$ cat src/shared/rcd_pkg.sv
// rate code decode package: register map, reset values, code table limits
// assumes an 8-bit management register space and a 125 MHz core clock
package rcd_pkg;

	// ----------------------------------------
	// register offsets
	// ----------------------------------------
	localparam logic [7:0] TEST_REG_A_OFS = 8'hBF;
	localparam logic [7:0] RESERVED_CONTROL_REG_OFS = 8'hCF;
	localparam logic [7:0] TEST_REG_B_OFS = 8'hDF;
	localparam logic [7:0] TEST_REG_C_OFS = 8'hEF;
	localparam logic [7:0] TEST_REG_CLOCK_PHASE_OFS = 8'hFF;

	// ----------------------------------------
	// reset values and fields
	// ----------------------------------------
	localparam logic [7:0] TEST_REG_A_RST = 8'h80;
	localparam logic [7:0] RESERVED_CONTROL_REG_RST = 8'h15;
	localparam logic [7:0] TEST_REG_B_RST = 8'h0C;
	localparam logic [7:0] TEST_REG_C_RST = 8'h32;
	localparam logic [7:0] UNMAPPED_RD = 8'h00;
	localparam int PHASE_INV_BIT = 6;

	// ----------------------------------------
	// rate codes, in kbit/s
	// ----------------------------------------
	localparam int NUM_CODES = 8;
	localparam int CODE_W = 7;
	localparam int RATE_W = 14;
	localparam logic [6:0] CODE_FULL = 7'h00;
	localparam logic [6:0] CODE_MBPS_LO = 7'h01;
	localparam logic [6:0] CODE_MBPS_HI = 7'h09;
	localparam logic [6:0] CODE_FULL_ALT = 7'h0A;
	localparam logic [6:0] CODE_SUB_BASE = 7'h64;
	localparam logic [6:0] CODE_SUB_LO = 7'h65;
	localparam logic [6:0] CODE_SUB_HI = 7'h73;
	localparam logic [13:0] MBPS_KBPS = 14'h03E8;
	localparam logic [13:0] STEP_KBPS = 14'h0040;
	localparam logic [13:0] FULL_KBPS = 14'h2710;

endpackage

$ cat src/shared/rcd_rate_if.sv
// rate code carrier between the register top and the code decoder
// assumes both ends run on the same core clock
`timescale 1ns/100ps
interface rcd_rate_if;
	logic [6:0] code [8];
	logic [13:0] rateKbps [8];
	logic limited [8];

	modport decoder (input code, output rateKbps, output limited);
	modport user (output code, input rateKbps, input limited);
endinterface

$ cat src/rtl/rcd_top.sv
// ten-meg rate code decode and test register bank
// assumes a single-cycle management register port on the core clock
//
// Overview of operation
// - one code table for all eight fields
// - codes 1 to 9 give whole megabits
// - codes 0 and 10 mean full rate
// - codes 101 to 115 give 64k steps
// - phase bit inverts transmit clock input sense
// - mii-only variant keeps phase bit read-only zero
// - test register b is writable, resets 0x0C
`timescale 1ns/100ps
module rcd_top
	import rcd_pkg::*;
#(
	parameter bit MII_ONLY = 1'b0
) (
	// clock and reset
	input wire logic mclk,
	input wire logic rst,
	// management register port
	input wire logic [7:0] regAddr,
	input wire logic regWrEn,
	input wire logic [7:0] regWrData,
	input wire logic regRdEn,
	output logic [7:0] regRdData,
	output logic regRdValid,
	// rate limit codes: ingress prio 0-3, then egress prio 0-3
	input wire logic tenMegMode,
	input wire logic [7:0][6:0] limitCode,
	output logic [7:0][13:0] limitKbps,
	output logic [7:0] limitActive,
	output logic decodeValid,
	// cpu port clocking and test outputs
	output logic cpuTxClkInvert,
	output logic [7:0] testRegB
);

	// ----------------------------------------
	// register state
	// ----------------------------------------
	logic phaseInv_q;
	logic [7:0] testRegB_q;
	logic [7:0] rdData_q;
	logic rdValid_q;
	logic tenMeg_q;

	function automatic logic hitAddr(input logic [7:0] a, input logic [7:0] ofs);
		return a == ofs;
	endfunction

	function automatic logic [7:0] readValue(input logic [7:0] a, input logic inv,
		input logic [7:0] b);
		logic [7:0] v;
		v = UNMAPPED_RD;
		if (hitAddr(a, TEST_REG_A_OFS)) begin
			v = TEST_REG_A_RST;
		end else if (hitAddr(a, RESERVED_CONTROL_REG_OFS)) begin
			v = RESERVED_CONTROL_REG_RST;
		end else if (hitAddr(a, TEST_REG_B_OFS)) begin
			v = b;
		end else if (hitAddr(a, TEST_REG_C_OFS)) begin
			v = TEST_REG_C_RST;
		end else if (hitAddr(a, TEST_REG_CLOCK_PHASE_OFS)) begin
			v = 8'h00;
			v[PHASE_INV_BIT] = inv;
		end
		return v;
	endfunction

	// ----------------------------------------
	// clock phase control
	// ----------------------------------------
	// on back to back links software sets this on the normal-mode end only
	always_ff @(posedge mclk) begin
		if (rst) begin
			phaseInv_q <= 1'b0;
		end else if (regWrEn && hitAddr(regAddr, TEST_REG_CLOCK_PHASE_OFS) && !MII_ONLY) begin
			phaseInv_q <= regWrData[PHASE_INV_BIT];
		end
	end

	// ----------------------------------------
	// test register b
	// ----------------------------------------
	always_ff @(posedge mclk) begin
		if (rst) begin
			testRegB_q <= TEST_REG_B_RST;
		end else if (regWrEn && hitAddr(regAddr, TEST_REG_B_OFS)) begin
			testRegB_q <= regWrData;
		end
	end

	// ----------------------------------------
	// read path
	// ----------------------------------------
	// read-only registers are constants; writes to them simply fall away
	always_ff @(posedge mclk) begin
		if (rst) begin
			rdData_q <= UNMAPPED_RD;
			rdValid_q <= 1'b0;
		end else begin
			rdValid_q <= regRdEn;
			if (regRdEn) begin
				rdData_q <= readValue(regAddr, phaseInv_q, testRegB_q);
			end
		end
	end

	// ----------------------------------------
	// rate decode
	// ----------------------------------------
	rcd_rate_if rateIf ();

	genvar k;
	generate
		for (k = 0; k < NUM_CODES; k++) begin : g_link
			assign rateIf.code[k] = limitCode[k];
			assign limitKbps[k] = rateIf.rateKbps[k];
			assign limitActive[k] = rateIf.limited[k] & tenMeg_q;
		end
	endgenerate

	rcd_rate_decode u_decode (
		.mclk(mclk),
		.rst(rst),
		.rateIf(rateIf)
	);

	// rates only hold for a port in ten-meg mode; the other table lives elsewhere
	always_ff @(posedge mclk) begin
		if (rst) begin
			tenMeg_q <= 1'b0;
		end else begin
			tenMeg_q <= tenMegMode;
		end
	end

	assign regRdData = rdData_q;
	assign regRdValid = rdValid_q;
	assign decodeValid = tenMeg_q;
	assign cpuTxClkInvert = phaseInv_q;
	assign testRegB = testRegB_q;

	// ----------------------------------------
	// checks
	// ----------------------------------------
	generate
		for (k = 0; k < NUM_CODES; k++) begin : g_chk
			a_same_table: assert property (@(posedge mclk) disable iff (rst)
				limitCode[k] == limitCode[0] |=> limitKbps[k] == limitKbps[0])
				else $error("fields decode differently");
			a_whole_mbps: assert property (@(posedge mclk) disable iff (rst)
				(limitCode[k] >= 7'h01 && limitCode[k] <= 7'h09)
				|=> limitKbps[k] == 14'(14'($past(limitCode[k])) * 14'h03E8))
				else $error("megabit code decoded wrong");
			a_full_rate: assert property (@(posedge mclk) disable iff (rst)
				(limitCode[k] == 7'h00 || limitCode[k] == 7'h0A)
				|=> limitKbps[k] == 14'h2710 && !limitActive[k])
				else $error("full rate code limited");
			a_sub_mbps: assert property (@(posedge mclk) disable iff (rst)
				(limitCode[k] >= 7'h65 && limitCode[k] <= 7'h73) ##1 tenMeg_q
				|-> limitKbps[k] == 14'(14'($past(limitCode[k]) - 7'h64) * 14'h0040)
				&& limitActive[k])
				else $error("sub megabit code decoded wrong");
			a_undefined_code: assert property (@(posedge mclk) disable iff (rst)
				((limitCode[k] > 7'h0A && limitCode[k] < 7'h65) || limitCode[k] > 7'h73)
				|=> limitKbps[k] == 14'h2710)
				else $error("undefined code limits traffic");
		end
	endgenerate

	a_reset_full: assert property (@(posedge mclk)
		rst |=> limitKbps[0] == 14'h2710 && limitKbps[7] == 14'h2710)
		else $error("rate not full after reset");

	a_phase_write: assert property (@(posedge mclk) disable iff (rst)
		regWrEn && regAddr == 8'hFF && !MII_ONLY
		|=> cpuTxClkInvert == $past(regWrData[6]))
		else $error("phase bit write lost");

	a_phase_reset: assert property (@(posedge mclk)
		rst |=> !cpuTxClkInvert)
		else $error("phase bit set after reset");

	a_phase_readback: assert property (@(posedge mclk) disable iff (rst)
		regRdEn && regAddr == 8'hFF && !regWrEn ##1 1'b1
		|-> regRdValid && regRdData == {1'b0, cpuTxClkInvert && !MII_ONLY, 6'h00})
		else $error("phase register reads wrong");

	a_mii_readonly: assert property (@(posedge mclk) disable iff (rst)
		MII_ONLY |-> !cpuTxClkInvert)
		else $error("phase bit moved in mii-only variant");

	a_testb_write: assert property (@(posedge mclk) disable iff (rst)
		regWrEn && regAddr == 8'hDF ##1 regRdEn && regAddr == 8'hDF && !regWrEn
		|=> regRdData == $past(regWrData, 2))
		else $error("test register b readback wrong");

	a_testb_reset: assert property (@(posedge mclk)
		rst |=> testRegB == 8'h0C)
		else $error("test register b reset wrong");

endmodule

$ cat src/rtl/rcd_rate_decode.sv
// registered decoder of 7-bit ten-meg rate codes into kbit/s
// assumes codes are stable enough to be sampled once per clock
`timescale 1ns/100ps
module rcd_rate_decode
	import rcd_pkg::*;
(
	// clock and reset
	input wire logic mclk,
	input wire logic rst,
	// codes in, rates out
	rcd_rate_if.decoder rateIf
);

	// ----------------------------------------
	// one code to a rate
	// ----------------------------------------
	function automatic logic [13:0] codeToKbps(input logic [6:0] c);
		logic [13:0] r;
		// zero, ten and every unlisted code fall through to full rate
		r = FULL_KBPS;
		if (c >= CODE_MBPS_LO && c <= CODE_MBPS_HI) begin
			r = 14'(14'(c) * MBPS_KBPS);
		end else if (c >= CODE_SUB_LO && c <= CODE_SUB_HI) begin
			r = 14'(14'(c - CODE_SUB_BASE) * STEP_KBPS);
		end
		return r;
	endfunction

	// ----------------------------------------
	// same table for every field
	// ----------------------------------------
	genvar i;
	generate
		for (i = 0; i < NUM_CODES; i++) begin : g_code
			logic [13:0] rate_q;
			always_ff @(posedge mclk) begin
				if (rst) begin
					rate_q <= FULL_KBPS;
				end else begin
					rate_q <= codeToKbps(rateIf.code[i]);
				end
			end
			assign rateIf.rateKbps[i] = rate_q;
			assign rateIf.limited[i] = (rate_q != FULL_KBPS);
		end
	endgenerate

endmodule

$ cat config.mk
export PLATFORM = sky130hd
export DESIGN_NAME = rcd_top
export DESIGN_NICKNAME = d
export VERILOG_FILES = /design/src/shared/rcd_pkg.sv /design/src/shared/rcd_rate_if.sv /design/src/rtl/rcd_top.sv /design/src/rtl/rcd_rate_decode.sv
export SDC_FILE = /design/constraint.sdc
export NUM_CORES = 1
export LEC_CHECK = 0
export BUFFER_PORTS_ARGS = -buffer_cell sky130_fd_sc_hd__buf_2
export CAP_MARGIN = 25
export CORE_ASPECT_RATIO = 0.7
export CORE_UTILIZATION = 50
export DETAILED_ROUTE_END_ITERATION = 10
export PLACE_DENSITY = 0.83
export SYNTH_ARGS = -nofsm -noshare
export SYNTH_HDL_FRONTEND = slang
export SYNTH_SLANG_ARGS = --single-unit
$ cat constraint.sdc
create_clock -name mclk -period 3.8 [get_ports mclk]
set_input_delay 0.38 -clock mclk [delete_from_list [all_inputs] [get_ports mclk]]
set_output_delay 0.38 -clock mclk [all_outputs]
set_load 0.02 [all_outputs]
==> flow_summary.rst <==
.. list-table::
   :header-rows: 1

   * - Metric
     - Value
   * - Run status
     - complete, no violations
   * - Total clock buffers created by CTS
     - 9
   * - Wire length of the first global-routing pass
     - ~64000 µm
   * - Sequence of cells on the critical path
     - buf_2, fa_1, xor2_1, ha_1, inv_1, fa_1, fa_1, inv_1, ha_4, o21ai_2, nor2_1, or4_4, a31oi_4, xnor2_2, o22ai_1
   * - Library cell appearing most often on the critical path
     - sky130_fd_sc_hd__fa_1
   * - Area of the mapped netlist
     - around 14000 µm²
   * - Combinational family with the most area after synthesis
     - adder cells
   * - Number of inserted filler cells in the final layout
     - between 2000 and 2500
   * - Worst voltage drop across the vdd grid
     - around 420 µV
   * - Worst skew pair latency
     - approximately 370 ps
   * - Floorplan core area
     - between 20000 and 30000 µm²
   * - Area used by multi-input combinational logic
     - between 10000 and 15000 µm²
   * - Mapped Cells
     - between 1500 and 2000
   * - Multiplexer fraction of the synthesized cell area
     - 0.00773
   * - Top-level port count
     - roughly 220
   * - Worst-case clock skew
     - 6.19 ps
   * - Die Footprint
     - 29500 µm²
   * - Most used DFF post-synth
     - sky130_fd_sc_hd__dfxtp_1
   * - Starting density of the core
     - 0.513
   * - Final wirelength
     - 40900 µm
   * - Via density
     - 5.41
   * - Combined global-route utilization of all metal layers
     - 0.273
   * - CTS H-tree depth
     - 3
   * - DIE WIDTH
     - a little over 200 µm
   * - Xor-xnor portion of the synthesized cell area
     - 0.0645
   * - Quantity of I/O buffers inserted on ports
     - about 190
   * - Worst Path Arrival
     - ~4000 ps
   * - Fraction of layout instances using a drive strength above 1
     - 0.221
   * - Buffer depth of the longest clock path
     - 2
   * - Average routed wire per standard cell
     - ~18 µm
   * - CTS tree
     - done
   * - Power after layout
     - roughly 7.2 mW
   * - FF+latch count, synth
     - 107
   * - CTS clock-pin slew for the worst setup and hold paths
     - about 90 ps
   * - Normalized max-slew margin
     - 0.311
   * - Layout area overhead
     - 21.2%
   * - Post-synth top area share
     - 0.278
   * - Cts-stage hold buffer count
     - 0
   * - Crit share post-route
     - 0.997
   * - Transition at the pin with the smallest max-transition slack
     - slightly above 1000 ps
   * - Time the final worst path needs with I/O delays and setup
     - 3790 ps
   * - CP Capture Type
     - flip-flop
   * - Crit-path max FO
     - 2
   * - # setup viols final
     - 0
   * - Accumulated negative setup slack
     - 0 ps
   * - Startpoint type of the worst setup path
     - input port
   * - Hold Crit Class
     - input port to flip-flop
   * - Worst Reg2Reg Path Length in Cells
     - 4
   * - Data required, critical path
     - a little over 4000 ps
   * - Cell types occupying the most area after synthesis
     - sky130_fd_sc_hd__ha_1 28%, sky130_fd_sc_hd__fa_1 17%, sky130_fd_sc_hd__dfxtp_1 15%
   * - Leakage power
     - 9.25 nW
   * - Final slew viol count
     - 0
   * - Adder and majority gate portion of the synthesized area
     - 0.445
   * - Library cell used as clock root buffer
     - sky130_fd_sc_hd__clkbuf_16
   * - Half-perimeter wire length of the detailed placement result
     - around 33000 µm
   * - Synthesized area per cell
     - between 9 and 10 µm²
   * - Synthesis Warnings
     - 0
   * - Worst Hold Depth
     - 3
   * - DRC viols
     - 0
   * - Maxcap violations
     - 0
   * - Synth cell count leaders
     - 320 x sky130_fd_sc_hd__ha_1, 252 x sky130_fd_sc_hd__inv_1, 120 x sky130_fd_sc_hd__fa_1
   * - Async set-reset flop share out of synthesis
     - 0
   * - Number of nets in the layout
     - between 2000 and 2500
   * - Drt pass-1 iters
     - 5
   * - Library cell with the largest summed area after synthesis
     - sky130_fd_sc_hd__ha_1
   * - Worst setup path category
     - input port to flip-flop
   * - P per Cell Area
     - between 400 and 500 nW/µm²
   * - Crit path largest cell delay
     - 600 ps
   * - Count of flip-flops with a built-in enable after synthesis
     - 0
   * - Synthesized-area fraction occupied by and/or/nand/nor cells
     - 0.122
   * - Post-detailed-route count of antenna-violating nets
     - 0
   * - Final number of hold-violating endpoints
     - 0
   * - GR Overflow Total
     - 0
   * - Area taken by flip-flops and latches
     - 2140 µm²
   * - Placer Congestion
     - a little under 1
   * - Vias after detailed routing
     - about 12000
   * - Die Height
     - 144 µm
   * - Share of the yosys chip area belonging to registers
     - 0.149
   * - Cell with the largest stage delay on the worst path
     - sky130_fd_sc_hd__fa_1
   * - Achievable clock frequency
     - around 0.26 GHz
   * - DRC violation total after the first TritonRoute iteration
     - around 900
   * - Number of unique standard cell types used by synthesis
     - 63
   * - Clock sinks
     - about 110
   * - Initial antenna violation count
     - 3
   * - Via count of the first global-routing pass
     - roughly 13000
   * - Largest net degree at the start of global routing
     - 58
   * - Post-synthesis compound-gate area fraction
     - 0.126
   * - Most common cell in the synthesized netlist
     - sky130_fd_sc_hd__ha_1
   * - Core Rows
     - 51
-- layout by cell type (no fill, tap or decap), types with 6 or more instances in the layout --
master and instances:
sky130_fd_sc_hd__and3_1 20, sky130_fd_sc_hd__buf_4 189, sky130_fd_sc_hd__a41oi_1 8, sky130_fd_sc_hd__o21ai_0 36, sky130_fd_sc_hd__a211oi_1 6, sky130_fd_sc_hd__nor3b_1 6, sky130_fd_sc_hd__o21a_1 12, sky130_fd_sc_hd__and2_1 18
sky130_fd_sc_hd__xor2_1 31, sky130_fd_sc_hd__fa_1 120, sky130_fd_sc_hd__dfxtp_1 107, sky130_fd_sc_hd__nor4b_1 8, sky130_fd_sc_hd__a21boi_0 7, sky130_fd_sc_hd__o211ai_1 8, sky130_fd_sc_hd__a21o_1 38, sky130_fd_sc_hd__nor2b_1 9
sky130_fd_sc_hd__ha_1 316, sky130_fd_sc_hd__buf_2 191, sky130_fd_sc_hd__nor3_1 12, sky130_fd_sc_hd__nor2_1 57, sky130_fd_sc_hd__a21oi_1 69, sky130_fd_sc_hd__nand4_1 23, sky130_fd_sc_hd__xnor2_1 74, sky130_fd_sc_hd__or3_1 6
sky130_fd_sc_hd__o31ai_1 8, sky130_fd_sc_hd__inv_1 251, sky130_fd_sc_hd__mux2i_1 10, sky130_fd_sc_hd__clkbuf_16 9, sky130_fd_sc_hd__a32oi_1 8, sky130_fd_sc_hd__nand3_1 44, sky130_fd_sc_hd__conb_1 24, sky130_fd_sc_hd__nand2_1 81
sky130_fd_sc_hd__nand2b_1 30, sky130_fd_sc_hd__a31oi_1 13, sky130_fd_sc_hd__and4b_1 8
-- registers in the layout, summed over array words and instances, names as in the netlist --
register / flops
u_decode.g_code.rate_q: 88
regRdData: 8
cpuTxClkInvert: 1
regRdValid: 1
testRegB: 8
decodeValid: 1
-- per-layer routing --
metal / GRT usage / part of all wire / up-vias
met3: 0.0552 / 0.080 / 90
met5: 0 / 0.00032 / -
met4: 0.0852 / 0.028 / 2
met1: 0.364 / 0.43 / 5985
li1: - / - / 5892
met2: 0.445 / 0.46 / 513
-- power by group --
group          switching (mW)  internal (mW)  total [mW]
logic                    2.65           2.37        5.02
registers              0.0304           1.17        1.20
clock network           0.524          0.478        1.00
-- critical path: cells and delay by family --
kind / cells / cell delay [ps]
and+or+nand+nor: 2 / 520
xor gates and xnor gates: 2 / 300
buffers and inverters: 3 / 300
adders and majority gates: 5 / 2130
AOI/OAI and AO/OA: 3 / 390
-- final cells by class --
class                   instances  area share
clock buffers                   9      0.0129
flip-flops and latches        107       0.123
repair buffers                381       0.137
well taps                     371      0.0266
inverters                     252      0.0544
diodes                          2    0.000287
clock inverters                 7     0.00523
multi-input cells            1179       0.641
-- per-stage QoR --
stage                     cell area, µm²  hold slack (ps)  worst slack (ps)   util  instances
after global routing               17500              217             -73.9  0.622       2308
final                              17500              214              10.9  0.622       2308
after floorplan                    14500              487              48.0      -       1584
after CTS                          17400              194              15.9  0.618       2304
after global placement             17000              450              -178  0.606       2286
after detailed placement           17000              461              -270  0.606       2286
-- kinds of logic after synthesis --
kind of cell / count (synthesis)
buf+inv: 298
flops: 107
simple gates: 334
other cells: 1
xor+xnor: 106
fa+ha+maj: 440
mux: 11
compound gates: 264
-- path summary, 6_finish.rpt --
check / start / end / slack (ps)
setup / recovery: limitCode[7] / u_decode.g_code[1].rate_q[13] / 10
hold / removal: regWrData[3] / testRegB[3] / 210
setup reg to reg: testRegB[4] / regRdData[4] / 2800
hold reg to reg: regRdData[4] / regRdData[4] / 480
-- what timing repair did --
action | 4_1_cts | 5_1_grt
pin swaps | 3 | 6
setup endpoints to repair | 1 | 5
setup buffers | 2 | 2
resized for setup | 1 | 13
Power figures use the tool's default switching activity.
